File: src/hdl/etc_pkg.sv
// Constants, register map and carrier types of the event timer.
// Assumes a single 100 MHz clock and an APB master with 32-bit data.
package etc_pkg;
  localparam int CNT_W = 16;
  localparam logic [15:0] CNT_BOTTOM = 16'h0000;
  localparam logic [15:0] CNT_MAX = 16'hffff;
  localparam logic [15:0] CNT_ONE = 16'h0001;
  // Register byte addresses
  localparam logic [7:0] ADDR_CTRL_A = 8'h00;
  localparam logic [7:0] ADDR_CTRL_B = 8'h04;
  localparam logic [7:0] ADDR_EVENT_CONTROL_REG = 8'h08;
  localparam logic [7:0] ADDR_INTCTRL = 8'h0c;
  localparam logic [7:0] ADDR_INTFLAGS = 8'h10;
  localparam logic [7:0] ADDR_STATUS = 8'h14;
  localparam logic [7:0] ADDR_COUNT = 8'h18;
  localparam logic [7:0] ADDR_COMPARE_CAPTURE_VALUE = 8'h1c;
  // Field positions
  localparam int CONTROL_REG_FIRST_ENABLE_BIT = 0;
  localparam int CONTROL_REG_FIRST_CLOCK_SOURCE_SELECT_LSB = 1;
  localparam int CONTROL_REG_SECOND_MODE_LSB = 0;
  localparam int CONTROL_REG_SECOND_OUTEN_BIT = 4;
  localparam int CONTROL_REG_SECOND_ASYNC_BIT = 6;
  localparam int EVENT_CONTROL_REG_CAPTEI_BIT = 0;
  localparam int EVENT_CONTROL_REG_EDGE_BIT = 4;
  localparam int FLAG_BIT = 0;
  // Clock source selections
  localparam logic [1:0] CLOCK_SOURCE_SELECT_DIV1 = 2'h0;
  localparam logic [1:0] CLOCK_SOURCE_SELECT_DIV2 = 2'h1;
  localparam logic [1:0] CLOCK_SOURCE_SELECT_COMPANION = 2'h2;
  // Mode field encodings
  localparam logic [2:0] MODE_PERIODIC = 3'h0;
  localparam logic [2:0] MODE_TIMEOUT = 3'h1;
  localparam logic [2:0] MODE_CAPTURE_FLAG_EVT = 3'h2;
  localparam logic [2:0] MODE_CAPTURE_FLAG_FRQ = 3'h3;
  localparam logic [2:0] MODE_CAPTURE_FLAG_PW = 3'h4;
  localparam logic [2:0] MODE_CAPTURE_FLAG_FRQPW = 3'h5;
  localparam logic [2:0] MODE_SINGLE = 3'h6;

  typedef struct packed {
    logic enable;
    logic [1:0] clock_source_select;
    logic [2:0] mode;
    logic out_en;
    logic async_en;
    logic capture_flag_ei;
    logic edge_sel;
    logic int_en;
  } etc_cfg_s;

  typedef enum logic [3:0] {
    SEQ_IDLE = 4'b0001,
    SEQ_HIGH = 4'b0010,
    SEQ_LOW = 4'b0100,
    SEQ_DONE = 4'b1000
  } etc_seq_e;
endpackage : etc_pkg

File: src/hdl/etc_timer.sv
// Event timer with capture and single-shot modes, APB register slave.
// Assumes an APB master on MCLK_I; EVENT_I comes from another domain.
`timescale 1ns/1ps
module etc_timer
  import etc_pkg::*;
#(
  parameter int ADDR_W = 8
)
(
  input wire logic MCLK_I,
  input wire logic RESETN_I,
  input wire logic PSEL_I,
  input wire logic PENABLE_I,
  input wire logic PWRITE_I,
  input wire logic [ADDR_W-1:0] PADDR_I,
  input wire logic [31:0] PWDATA_I,
  output logic [31:0] PRDATA_O,
  output logic PREADY_O,
  output logic PSLVERR_O,
  input wire logic EVENT_I,
  input wire logic COMPANION_TICK_I,
  input wire logic PORT_OUT_I,
  output logic PIN_O,
  output logic PIN_OE_O,
  output logic IRQ_O,
  output logic EVENT_O
);

  // ----------------------------------------------------------------
  // Reset release
  // ----------------------------------------------------------------
  logic rst_ff1_reg;
  logic rst_n;
  always_ff @(posedge MCLK_I or negedge RESETN_I)
  begin
    if (!RESETN_I)
    begin
      rst_ff1_reg <= 1'b0;
      rst_n <= 1'b0;
    end
    else
    begin
      rst_ff1_reg <= 1'b1;
      rst_n <= rst_ff1_reg;
    end
  end

  // ----------------------------------------------------------------
  // Declarations
  // ----------------------------------------------------------------
  etc_cfg_s cfg_reg;
  logic [CNT_W-1:0] cnt_reg;
  logic [CNT_W-1:0] compare_capture_value_reg;
  logic flag_reg;
  logic run_reg;
  logic hold_reg;
  logic pw_fall_reg;
  logic wo_reg;
  logic evt_out_reg;
  logic enable_d_reg;
  logic div_reg;
  logic ev_ff1_reg;
  logic ev_ff2_reg;
  logic ev_ff3_reg;
  logic ev_lvl_reg;
  logic ack_reg;
  logic [31:0] prdata_reg;
  etc_seq_e seq_reg;
  logic tick;
  logic rise;
  logic fall;
  logic sel_edge;
  logic start_edge;
  logic stop_edge;
  logic capture_flag_set;
  logic capture_flag_mode;
  logic frozen;
  logic bus_done;
  logic wr;
  logic rd;
  logic mapped;
  logic enable_rise;
  logic at_top;

  // ----------------------------------------------------------------
  // APB slave: one wait state, effects at the pready edge
  // ----------------------------------------------------------------
  assign bus_done = PSEL_I && PENABLE_I && ack_reg;
  assign wr = bus_done && PWRITE_I;
  assign rd = bus_done && !PWRITE_I;
  assign PREADY_O = ack_reg;
  assign PRDATA_O = prdata_reg;

  always_comb
  begin
    if (PADDR_I[7:0] == ADDR_CTRL_A) mapped = 1'b1;
    else if (PADDR_I[7:0] == ADDR_CTRL_B) mapped = 1'b1;
    else if (PADDR_I[7:0] == ADDR_EVENT_CONTROL_REG) mapped = 1'b1;
    else if (PADDR_I[7:0] == ADDR_INTCTRL) mapped = 1'b1;
    else if (PADDR_I[7:0] == ADDR_INTFLAGS) mapped = 1'b1;
    else if (PADDR_I[7:0] == ADDR_STATUS) mapped = 1'b1;
    else if (PADDR_I[7:0] == ADDR_COUNT) mapped = 1'b1;
    else if (PADDR_I[7:0] == ADDR_COMPARE_CAPTURE_VALUE) mapped = 1'b1;
    else mapped = 1'b0;
  end
  assign PSLVERR_O = ack_reg && !mapped;

  always_ff @(posedge MCLK_I or negedge rst_n)
  begin
    if (!rst_n)
    begin
      ack_reg <= 1'b0;
      prdata_reg <= 32'h0000_0000;
    end
    else
    begin
      ack_reg <= PSEL_I && PENABLE_I && !ack_reg;
      if (PSEL_I && PENABLE_I && !ack_reg && !PWRITE_I)
      begin
        prdata_reg <= 32'h0000_0000;
        if (PADDR_I[7:0] == ADDR_CTRL_A)
        begin
          prdata_reg[CONTROL_REG_FIRST_ENABLE_BIT] <= cfg_reg.enable;
          prdata_reg[CONTROL_REG_FIRST_CLOCK_SOURCE_SELECT_LSB +: 2] <= cfg_reg.clock_source_select;
        end
        else if (PADDR_I[7:0] == ADDR_CTRL_B)
        begin
          prdata_reg[CONTROL_REG_SECOND_MODE_LSB +: 3] <= cfg_reg.mode;
          prdata_reg[CONTROL_REG_SECOND_OUTEN_BIT] <= cfg_reg.out_en;
          prdata_reg[CONTROL_REG_SECOND_ASYNC_BIT] <= cfg_reg.async_en;
        end
        else if (PADDR_I[7:0] == ADDR_EVENT_CONTROL_REG)
        begin
          prdata_reg[EVENT_CONTROL_REG_CAPTEI_BIT] <= cfg_reg.capture_flag_ei;
          prdata_reg[EVENT_CONTROL_REG_EDGE_BIT] <= cfg_reg.edge_sel;
        end
        else if (PADDR_I[7:0] == ADDR_INTCTRL) prdata_reg[FLAG_BIT] <= cfg_reg.int_en;
        else if (PADDR_I[7:0] == ADDR_INTFLAGS) prdata_reg[FLAG_BIT] <= flag_reg;
        else if (PADDR_I[7:0] == ADDR_STATUS) prdata_reg[FLAG_BIT] <= run_reg;
        else if (PADDR_I[7:0] == ADDR_COUNT) prdata_reg[CNT_W-1:0] <= cnt_reg;
        else if (PADDR_I[7:0] == ADDR_COMPARE_CAPTURE_VALUE) prdata_reg[CNT_W-1:0] <= compare_capture_value_reg;
      end
    end
  end

  // ----------------------------------------------------------------
  // Configuration registers
  // ----------------------------------------------------------------
  always_ff @(posedge MCLK_I or negedge rst_n)
  begin
    if (!rst_n)
    begin
      cfg_reg <= '0;
    end
    else if (wr)
    begin
      if (PADDR_I[7:0] == ADDR_CTRL_A)
      begin
        cfg_reg.enable <= PWDATA_I[CONTROL_REG_FIRST_ENABLE_BIT];
        cfg_reg.clock_source_select <= PWDATA_I[CONTROL_REG_FIRST_CLOCK_SOURCE_SELECT_LSB +: 2];
      end
      else if (PADDR_I[7:0] == ADDR_CTRL_B)
      begin
        cfg_reg.mode <= PWDATA_I[CONTROL_REG_SECOND_MODE_LSB +: 3];
        cfg_reg.out_en <= PWDATA_I[CONTROL_REG_SECOND_OUTEN_BIT];
        cfg_reg.async_en <= PWDATA_I[CONTROL_REG_SECOND_ASYNC_BIT];
      end
      else if (PADDR_I[7:0] == ADDR_EVENT_CONTROL_REG)
      begin
        cfg_reg.capture_flag_ei <= PWDATA_I[EVENT_CONTROL_REG_CAPTEI_BIT];
        cfg_reg.edge_sel <= PWDATA_I[EVENT_CONTROL_REG_EDGE_BIT];
      end
      else if (PADDR_I[7:0] == ADDR_INTCTRL)
      begin
        cfg_reg.int_en <= PWDATA_I[FLAG_BIT];
      end
    end
  end

  // ----------------------------------------------------------------
  // Counter tick
  // ----------------------------------------------------------------
  always_ff @(posedge MCLK_I or negedge rst_n)
  begin
    if (!rst_n) div_reg <= 1'b0;
    else div_reg <= !div_reg;
  end

  always_comb
  begin
    if (cfg_reg.clock_source_select == CLOCK_SOURCE_SELECT_DIV1) tick = cfg_reg.enable;
    else if (cfg_reg.clock_source_select == CLOCK_SOURCE_SELECT_DIV2) tick = cfg_reg.enable && div_reg;
    else if (cfg_reg.clock_source_select == CLOCK_SOURCE_SELECT_COMPANION) tick = cfg_reg.enable && COMPANION_TICK_I;
    else tick = 1'b0;
  end

  // ----------------------------------------------------------------
  // Event input synchroniser and edge detection
  // ----------------------------------------------------------------
  always_ff @(posedge MCLK_I or negedge rst_n)
  begin
    if (!rst_n)
    begin
      ev_ff1_reg <= 1'b0;
      ev_ff2_reg <= 1'b0;
      ev_ff3_reg <= 1'b0;
      ev_lvl_reg <= 1'b0;
    end
    else
    begin
      ev_ff1_reg <= EVENT_I;
      ev_ff2_reg <= ev_ff1_reg;
      ev_ff3_reg <= ev_ff2_reg;
      if (ev_ff2_reg == ev_ff3_reg) ev_lvl_reg <= ev_ff3_reg;
    end
  end

  // a pulse held over a clock is seen by the agreement check
  assign rise = cfg_reg.capture_flag_ei && (ev_ff2_reg == ev_ff3_reg) && ev_ff3_reg && !ev_lvl_reg;
  assign fall = cfg_reg.capture_flag_ei && (ev_ff2_reg == ev_ff3_reg) && !ev_ff3_reg && ev_lvl_reg;
  assign sel_edge = cfg_reg.edge_sel ? fall : rise;
  assign start_edge = cfg_reg.edge_sel ? fall : rise;
  assign stop_edge = cfg_reg.edge_sel ? rise : fall;

  // ----------------------------------------------------------------
  // Mode decode helpers
  // ----------------------------------------------------------------
  // top compare; bottom and maximum are the wrap points
  assign at_top = (cnt_reg == compare_capture_value_reg);
  assign capture_flag_mode = (cfg_reg.mode == MODE_CAPTURE_FLAG_EVT) || (cfg_reg.mode == MODE_CAPTURE_FLAG_FRQ) ||
                     (cfg_reg.mode == MODE_CAPTURE_FLAG_PW) || (cfg_reg.mode == MODE_CAPTURE_FLAG_FRQPW);
  assign frozen = (cfg_reg.mode == MODE_TIMEOUT) && !run_reg;
  assign enable_rise = cfg_reg.enable && !enable_d_reg;

  always_comb
  begin
    capture_flag_set = 1'b0;
    case (cfg_reg.mode)
      MODE_PERIODIC: capture_flag_set = tick && at_top;
      MODE_TIMEOUT: capture_flag_set = tick && run_reg && at_top && !stop_edge;
      MODE_CAPTURE_FLAG_EVT: capture_flag_set = cfg_reg.enable && sel_edge;
      MODE_CAPTURE_FLAG_FRQ: capture_flag_set = cfg_reg.enable && sel_edge;
      MODE_CAPTURE_FLAG_PW: capture_flag_set = cfg_reg.enable && pw_fall_reg && fall;
      MODE_CAPTURE_FLAG_FRQPW: capture_flag_set = cfg_reg.enable && (seq_reg == SEQ_LOW) && rise;
      MODE_SINGLE: capture_flag_set = tick && run_reg && at_top;
      default: capture_flag_set = 1'b0;
    endcase
  end

  // ----------------------------------------------------------------
  // Counter, compare register and run state
  // ----------------------------------------------------------------
  always_ff @(posedge MCLK_I or negedge rst_n)
  begin
    if (!rst_n)
    begin
      cnt_reg <= CNT_BOTTOM;
      compare_capture_value_reg <= CNT_BOTTOM;
      run_reg <= 1'b0;
      hold_reg <= 1'b0;
      pw_fall_reg <= 1'b0;
      seq_reg <= SEQ_IDLE;
      enable_d_reg <= 1'b0;
    end
    else
    begin
      enable_d_reg <= cfg_reg.enable;
      if (tick) hold_reg <= 1'b0;
      case (cfg_reg.mode)
        MODE_PERIODIC:
        begin
          // above compare the counter wraps through maximum
          if (tick) cnt_reg <= at_top ? CNT_BOTTOM : cnt_reg + CNT_ONE;
        end
        MODE_TIMEOUT:
        begin
          if (!run_reg && start_edge && cfg_reg.enable)
          begin
            run_reg <= 1'b1;
            cnt_reg <= CNT_BOTTOM;
          end
          else if (run_reg && stop_edge) run_reg <= 1'b0;
          else if (tick && run_reg) cnt_reg <= cnt_reg + CNT_ONE;
        end
        MODE_CAPTURE_FLAG_EVT:
        begin
          if (sel_edge && cfg_reg.enable) compare_capture_value_reg <= cnt_reg;
          if (tick) cnt_reg <= cnt_reg + CNT_ONE;
        end
        MODE_CAPTURE_FLAG_FRQ:
        begin
          if (sel_edge && cfg_reg.enable)
          begin
            compare_capture_value_reg <= cnt_reg;
            cnt_reg <= CNT_BOTTOM;
          end
          else if (tick) cnt_reg <= cnt_reg + CNT_ONE;
        end
        MODE_CAPTURE_FLAG_PW:
        begin
          if (rise && !pw_fall_reg && cfg_reg.enable)
          begin
            cnt_reg <= CNT_BOTTOM;
            pw_fall_reg <= 1'b1;
          end
          else if (fall && pw_fall_reg)
          begin
            compare_capture_value_reg <= cnt_reg;
            pw_fall_reg <= 1'b0;
          end
          else if (tick) cnt_reg <= cnt_reg + CNT_ONE;
        end
        MODE_CAPTURE_FLAG_FRQPW:
        begin
          case (seq_reg)
            SEQ_IDLE:
            begin
              if (rise && cfg_reg.enable)
              begin
                cnt_reg <= CNT_BOTTOM;
                seq_reg <= SEQ_HIGH;
              end
            end
            SEQ_HIGH:
            begin
              if (fall)
              begin
                compare_capture_value_reg <= cnt_reg;
                seq_reg <= SEQ_LOW;
              end
              else if (tick) cnt_reg <= cnt_reg + CNT_ONE;
            end
            SEQ_LOW:
            begin
              if (rise) seq_reg <= SEQ_DONE;
              else if (tick) cnt_reg <= cnt_reg + CNT_ONE;
            end
            SEQ_DONE:
            begin
              // count held until the compare read re-arms
              if (rd && PADDR_I[7:0] == ADDR_COMPARE_CAPTURE_VALUE) seq_reg <= SEQ_IDLE;
            end
            default: seq_reg <= SEQ_IDLE;
          endcase
          run_reg <= (seq_reg == SEQ_HIGH) || (seq_reg == SEQ_LOW);
        end
        MODE_SINGLE:
        begin
          // enable starts a shot without an event
          if (enable_rise) run_reg <= 1'b1;
          else if (!run_reg && !hold_reg && sel_edge && cfg_reg.enable)
          begin
            cnt_reg <= CNT_BOTTOM;
            run_reg <= 1'b1;
          end
          // stop at compare, ignore events until the next tick
          else if (tick && run_reg && at_top)
          begin
            run_reg <= 1'b0;
            hold_reg <= 1'b1;
          end
          else if (tick && run_reg) cnt_reg <= cnt_reg + CNT_ONE;
        end
        default: cnt_reg <= cnt_reg;
      endcase
      if (wr && PADDR_I[7:0] == ADDR_STATUS && !frozen) run_reg <= PWDATA_I[FLAG_BIT];
      if (wr && PADDR_I[7:0] == ADDR_COUNT) cnt_reg <= PWDATA_I[CNT_W-1:0];
      if (wr && PADDR_I[7:0] == ADDR_COMPARE_CAPTURE_VALUE) compare_capture_value_reg <= PWDATA_I[CNT_W-1:0];
    end
  end

  // ----------------------------------------------------------------
  // Capture flag, event and interrupt
  // ----------------------------------------------------------------
  always_ff @(posedge MCLK_I or negedge rst_n)
  begin
    if (!rst_n)
    begin
      flag_reg <= 1'b0;
      evt_out_reg <= 1'b0;
    end
    else
    begin
      evt_out_reg <= capture_flag_set;
      if (capture_flag_set) flag_reg <= 1'b1;
      else if (wr && PADDR_I[7:0] == ADDR_INTFLAGS && PWDATA_I[FLAG_BIT]) flag_reg <= 1'b0;
      // compare read clears the flag in capture modes
      else if (rd && PADDR_I[7:0] == ADDR_COMPARE_CAPTURE_VALUE && capture_flag_mode && !frozen) flag_reg <= 1'b0;
    end
  end

  assign IRQ_O = flag_reg && cfg_reg.int_en;
  assign EVENT_O = evt_out_reg;

  // ----------------------------------------------------------------
  // Waveform output and pin
  // ----------------------------------------------------------------
  always_ff @(posedge MCLK_I or negedge rst_n)
  begin
    if (!rst_n) wo_reg <= 1'b0;
    // output follows run, one clock after the edge is taken
    else wo_reg <= (cfg_reg.mode == MODE_SINGLE) && run_reg;
  end

  // asynchronous path raises the output straight from the event
  always_comb
  begin
    // Edge in flight bridges the sync delay; run covers the cycle before wo rises
    if (cfg_reg.out_en)
      PIN_O = wo_reg || ((cfg_reg.mode == MODE_SINGLE) && cfg_reg.async_en &&
              cfg_reg.enable && cfg_reg.capture_flag_ei && !hold_reg &&
              (run_reg || ((EVENT_I != cfg_reg.edge_sel) &&
              (ev_lvl_reg == cfg_reg.edge_sel))));
    else
      PIN_O = PORT_OUT_I;
  end
  assign PIN_OE_O = 1'b1;
endmodule : etc_timer

File: config.mk
export PLATFORM = sky130hd
export DESIGN_NAME = etc_timer
export DESIGN_NICKNAME = d
export VERILOG_FILES = /design/src/hdl/etc_pkg.sv /design/src/hdl/etc_timer.sv
export SDC_FILE = /design/constraint.sdc
export NUM_CORES = 1
export LEC_CHECK = 0
export BUFFER_PORTS_ARGS = -buffer_cell sky130_fd_sc_hd__buf_2
export CAP_MARGIN = 20
export CORE_AREA = 10 10 146 148
export CTS_CLUSTER_DIAMETER = 60
export CTS_CLUSTER_SIZE = 25
export DETAILED_ROUTE_END_ITERATION = 16
export DIE_AREA = 0 0 156 158
export HOLD_SLACK_MARGIN = 0.12
export PLACE_DENSITY_LB_ADDON = 0.05
export SLEW_MARGIN = 20
export SYNTH_ARGS = -nofsm -noshare
export SYNTH_HDL_FRONTEND = slang
export SYNTH_SLANG_ARGS = --single-unit
File: constraint.sdc
create_clock -name MCLK_I -period 3.78 [get_ports MCLK_I]
set_clock_uncertainty 0.2 [all_clocks]
set_input_delay 0.378 -clock MCLK_I [delete_from_list [all_inputs] [get_ports MCLK_I]]
set_output_delay 0.378 -clock MCLK_I [all_outputs]
set_load 0.03 [all_outputs]
# Yosys cells after proc, flatten, opt, wreduce, memory -nomap -nowiden
# Index checks and enable logic that the tools add are counted.
word_totals:
  mem_bits_rw: 0
  register_bits: 78
  elab_cells: 244
  out_inout_bits: 38
  romBits: 0
  latchBits: 0
  in_bits: 48
  n_memories: 0
classes:
  div_mod_pow: 0
  shifts: 0
  n_mux: 82
  bitwise_logic: 3
  n_reduce_logical: 88
  eq_ne: 43
  n_lt_le_gt_ge: 0
  multipliers: 0
  n_addsub: 1
op_table:
  columns: ["operator", "n"]
  rows:
  - ["16-bit 2-to-1 mux", 24]
  - ["16-bit one-hot mux with 7 select lines", 1]
  - ["16-bit one-hot mux with 3 select lines", 2]
  - ["1-bit logical AND", 52]
  - ["15-bit 2-to-1 mux", 3]
  - ["1-bit 2-to-1 mux", 39]
  - ["8-bit by 5-bit == test with 1-bit output (second input constant)", 4]
  - ["16-bit by 1-bit adder with 16-bit output (second input constant)", 1]
  - ["16-bit == test", 1]
  - ["8-bit by 4-bit == test with 1-bit output (second input constant)", 2]
  - ["4-bit 2-to-1 mux", 4]
  - ["4-bit by 3-bit != test with 1-bit output (second input constant)", 4]
  - ["4-bit one-hot mux with 4 select lines", 1]
  - ["13-bit 2-to-1 mux", 1]
  - ["1-bit zero test", 12]
  - ["11-bit 2-to-1 mux", 1]
  - ["10-bit AND reduction", 1]
  - ["5-bit AND reduction", 2]
  - ["3-bit == test (second input constant)", 3]
  - ["3-bit 2-to-1 mux", 3]
  - ["9-bit 2-to-1 mux", 1]
  - ["3-bit by 1-bit != test with 1-bit output (second input constant)", 3]
  - ["8-bit by 3-bit == test with 1-bit output (second input constant)", 1]
  - ["8-bit zero test", 1]
  - ["32 further kinds", 50]

# Longest topological paths before layout
depth:
  ltp_word: 11
  ltp_mapped: 10
  depth_no_buf: 8

# Worst setup path before layout
# Ideal clock, no wire load.
synth_path:
  kind: "input to register"
  from: "input PADDR_I[6]"
  to: "register cnt_reg[4]"
  arrival_time_ns: 2.315
  setup_slack_ns: 1.139
  path_stages: 7
  setup_time_ns: 0.126
  t_required_ns: 3.454
  path_cell_list: "or4_4 -> or3b_1 -> buf_6 -> or3_1 -> buf_6 -> and3_1 -> a221o_1"
synth_between:
  elab_chain_len: 4
synth_rtl:
  columns: ["item", "line", "text"]
  rows:
  - ["from (decl)", "etc_timer.sv:15", "input wire logic [ADDR_W-1:0] PADDR_I,"]
  - ["8-bit by 5-bit == test with 1-bit output *", "etc_timer.sv:367", "if (wr && PADDR_I[7:0] == ADDR_COUNT) cnt_reg <= PWDATA_I[CNT_W-1:0];"]
  - ["1-bit logical AND *", "etc_timer.sv:367", null]
  - ["5-bit by 1-bit != test with 1-bit output (no line), or another cell as far along", null, null]
  - ["10-bit AND reduction (no line)", null, null]
  - ["to (signal assigned)", "etc_timer.sv:362", "else if (tick && run_reg) cnt_reg <= cnt_reg + CNT_ONE;"]
  - ["to (signal assigned)", "etc_timer.sv:364", "default: cnt_reg <= cnt_reg;"]
  - ["to (signal assigned)", "etc_timer.sv:367", null]
  - ["to (decl)", "etc_timer.sv:52", "logic [CNT_W-1:0] cnt_reg;"]
# Every way passes the cells marked *; elsewhere a longest branch is shown, timed or not.
# A chain may end at the register's enable or synchronous reset.

# Worst setup path after layout
layout_path:
  from: "register cfg_reg[5] (netlist name)"
  to: "register cnt_reg[4]"
layout_between:
  elab_chain_len: 3
layout_rtl:
  columns: ["item", "line", "text"]
  rows:
  - ["from (decl)", "etc_timer.sv:51", "etc_cfg_s cfg_reg;"]
  - ["3-bit == test, or another cell as far along", "etc_timer.sv:269", "case (cfg_reg.mode)"]
  - ["5-bit by 1-bit != test with 1-bit output (no line), or another cell as far along", null, null]
  - ["10-bit AND reduction (no line) / 16-bit 2-to-1 mux (equally long branches)", null, null]
  - ["to (signal assigned)", "etc_timer.sv:273", "if (tick) cnt_reg <= at_top ? CNT_BOTTOM : cnt_reg + CNT_ONE;"]
  - ["to (signal assigned)", "etc_timer.sv:283", "else if (tick && run_reg) cnt_reg <= cnt_reg + CNT_ONE;"]
  - ["to (signal assigned)", "etc_timer.sv:288", "if (tick) cnt_reg <= cnt_reg + CNT_ONE;"]
# Parallel ways exist; a longest one is shown, timed or not.

==> out/summary.json <==
{
  "outcome": {
    "run_status": "finished, final reports clean"
  },
  "routing": {
    "detailed_router_s_first_iteration_violation_count": 453,
    "avgRoutedWirePerCell_um": 19.9,
    "wl_met1_mm": 8.81,
    "route.top_layer_used": "met4",
    "met3_wl_post_dr_um": 740,
    "ant_nets": 0,
    "final_routed_wirelength_across_all_metal_layers_mm": 18.0,
    "via_count": 4812,
    "drcViolationCount": 0,
    "route.met2.wl_mm": 8.34,
    "drt-vias-per-instance": 5.31,
    "dr.pass1.iters": 5
  },
  "setup_path": {
    "cp_cell_sequence": "or4_1, a32o_2, nor2_1, o21ai_1, a22o_1, a221o_1",
    "timing.critical_path.from_type": "flop",
    "r2r_cells": 6,
    "reg2reg_slack_ps": 620,
    "timing_worst_setup_path_type": "flop to flop",
    "crit_required_ps": 3810,
    "worstReg2RegEnd": "cnt_reg[4]$_DFFE_PN0P_",
    "cp_slowest_cell": "sky130_fd_sc_hd__dfrtp_1",
    "timing.critical_path.to_type": "flop",
    "crit_path_max_fanout": 20,
    "cp_data_arrival_time_ps": 3180,
    "crit-reg2reg-launch": "cfg_reg[5]$_DFFE_PN0P_",
    "cpPeakStageDelay_ps": 630
  },
  "power": {
    "power_switching_share": 0.259,
    "seqPwrFrac": 0.451,
    "total_power_uw": 1940,
    "power.net_switching_uw": 501,
    "cellPowerDensity_mw_per_mm2": 311,
    "power.static_leakage_uw": 0.00274,
    "internal-power_uw": 1440,
    "combPwrFrac": 0.082,
    "share_clk_of_total_power": 0.467,
    "vdd.ir_drop.worst_v": 0.000206
  },
  "floorplan": {
    "die_width_um": 156,
    "die_y_um": 158,
    "core_mm2": 0.0185,
    "ioPinCount": 86,
    "std_cell_rows": 50,
    "dieArea_mm2": 0.0246,
    "floorplan.initialDensity": 0.293
  },
  "clock_network": {
    "clock_tree_from_tritoncts": "built",
    "numClockSinks": 78,
    "cts_max_path_buffers": 2,
    "cts.clk_slew.worst_paths_ps": 70,
    "clock_tree.htree_level_count": 3,
    "cts_hold_repair.buffers": 11,
    "clockRootBuffer": "sky130_fd_sc_hd__clkbuf_16",
    "clk-insertion-delay-late_ps": 350,
    "postCtsResizedCells": 0,
    "cts_inserted_buffers": 9,
    "cts_post_setup_buffers_inserted": 0
  },
  "global_routing": {
    "grt_start_max_net_pins": 77,
    "grt_pass1_vias": 4739,
    "grt_first_pass_wirelength_mm": 28.5,
    "global_route.overflow_total": 0,
    "grt.total_usage": 0.148,
    "grt_antenna_before_repair": 0
  },
  "synthesis": {
    "synth_top_area_frac": 0.356,
    "synth-edff-count": 0,
    "netlist_top_cells_area": "sky130_fd_sc_hd__dfrtp_1 (36%), sky130_fd_sc_hd__mux2i_1 (6.1%), sky130_fd_sc_hd__a21oi_1 (4.8%)",
    "syn-mean-instance-area_um2": 8.71,
    "number_of_warnings_reported_in_the_yosys_synthesis_log": 0,
    "netlist_area_mm2": 0.00541,
    "netlist_top_cells_count": "sky130_fd_sc_hd__dfrtp_1 (77), sky130_fd_sc_hd__nor2_1 (67), sky130_fd_sc_hd__a21oi_1 (52)",
    "synthFlopType": "sky130_fd_sc_hd__dfrtp_1",
    "netlist_instances": 621,
    "yosys_register_bits": 78,
    "synth.most_common_cell": "sky130_fd_sc_hd__dfrtp_1",
    "sequential_fraction_of_the_synthesis_area": 0.361,
    "distinct_cell_type_count_of_the_synthesized_netlist": 77,
    "post-synth-top-area-cell": "sky130_fd_sc_hd__dfrtp_1",
    "async_reset_ff_frac": 1.00
  },
  "placement": {
    "dp.final_hpwl_mm": 13.4,
    "port_buffers": 52,
    "gp_congestion": 0.876
  },
  "timing": {
    "finalMaxSlewViolations": 0,
    "tightest_slew_ps": 964,
    "setup_viol": 0,
    "finalHoldViolCount": 0,
    "setup_repair_after_global_routing_missed_its_margin": "false",
    "slew_headroom": 0.357,
    "finalCritPeriodShare": 0.835,
    "layout_min_cycle_time_ps": 3160,
    "achievable-frequency_mhz": 317,
    "finalSetupTns_ps": 0
  },
  "final_layout": {
    "n_antenna_cell": 0,
    "nets": 717,
    "final_layout_size_suffix_gt1_frac": 0.186,
    "area_delta_synth_final_pct": 15.3
  },
  "worst_hold_path": {
    "hold_class": "flop to asynchronous set/reset pin"
  },
  "run": {
    "maxCapViolations": 0
  }
}
==> worst max path at each step <==
stage,start,endpoint,slack [ps],cells after the start
2_1_floorplan,PADDR_I[6],cnt_reg[4]$_DFFE_PN0P_,1140,7
3_3_place_gp,cfg_reg[5]$_DFFE_PN0P_,cnt_reg[4]$_DFFE_PN0P_,660,6
3_5_place_dp,cfg_reg[5]$_DFFE_PN0P_,cnt_reg[4]$_DFFE_PN0P_,660,6
4_1_cts,cfg_reg[5]$_DFFE_PN0P_,cnt_reg[4]$_DFFE_PN0P_,620,6
5_1_grt,cfg_reg[5]$_DFFE_PN0P_,cnt_reg[10]$_DFFE_PN0P_,460,7
6_report,cfg_reg[5]$_DFFE_PN0P_,cnt_reg[4]$_DFFE_PN0P_,620,6
==> power by group through the flow <==
| stage | clock network, uW | logic, uW | registers, uW |
|---|---|---|---|
| 6_report | 905 | 158 | 875 |
| 5_1_grt | 965 | 173 | 879 |
| 4_1_cts | 928 | 147 | 885 |
| 3_5_place_dp | 0 | 138 | 900 |
| 3_3_place_gp | 0 | 137 | 900 |
| 2_1_floorplan | 0 | 109 | 888 |
==> placed cells by master (no fill, tap or decap), drive strengths merged, types with 5 or more instances in the layout <==
master / count
dfrtp: 77
buf: 73
nor2: 67
a21oi: 52
nand2: 47
mux2i: 33
o21ai: 26
nand3: 19
conb: 18
o31ai: 17
xor2: 16
mux2: 14
o211ai: 12
and3: 11
or3: 11
dlygate4sd3: 11
clkbuf: 11
nor3: 11
inv: 9
and2: 9
a31oi: 8
nor4: 7
nand4: 6
nand2b: 6
nor2b: 6
a211o: 5
nand4b: 5
or2: 5
==> cells by family after synthesis <==
family,synth area share
fa+ha+maj,0.00416
flops,0.361
compound gates,0.198
simple gates,0.235
other cells,0.00139
mux,0.0944
buf+inv,0.0775
xor+xnor,0.0291
==> metal layers <==
| metal | up-vias | global-route usage |
|---|---|---|
| met5 | - | 0 |
| met4 | 0 | 0.0364 |
| met3 | 12 | 0.0255 |
| met2 | 112 | 0.229 |
| met1 | 2357 | 0.207 |
| li1 | 2331 | - |
==> through the flow <==
stage                     cell area (um^2)  hold slack, ps  setup slack (ps)   util  std cells
after floorplan                       5470            -118              1140      -        637
after global routing                  6240             141               461  0.338        907
after detailed placement              5800           -34.6               664  0.314        879
final                                 6240             117               623  0.338        907
after global placement                5800           -37.2               656  0.314        879
after CTS                             6210             122               617  0.336        906
==> area by class of cell <==
class                      count  area [um^2]
clock buffer                  11          243
clock inverter                 5         58.8
fill                        1919        12200
inverter                      10         37.5
multi-input combinational    485         3100
sequential                    78         1960
tap                          234          293
timing repair buffer          84          548
==> critical path, delay by kind of cell (launching register included) <==
| family | cells | cell delay [ps] |
|---|---|---|
| AOI/OAI and AO/OA | 4 | 1110 |
| and+or+nand+nor | 2 | 1070 |
| DFF | 1 | 630 |
(Power assumes the default switching activity.)
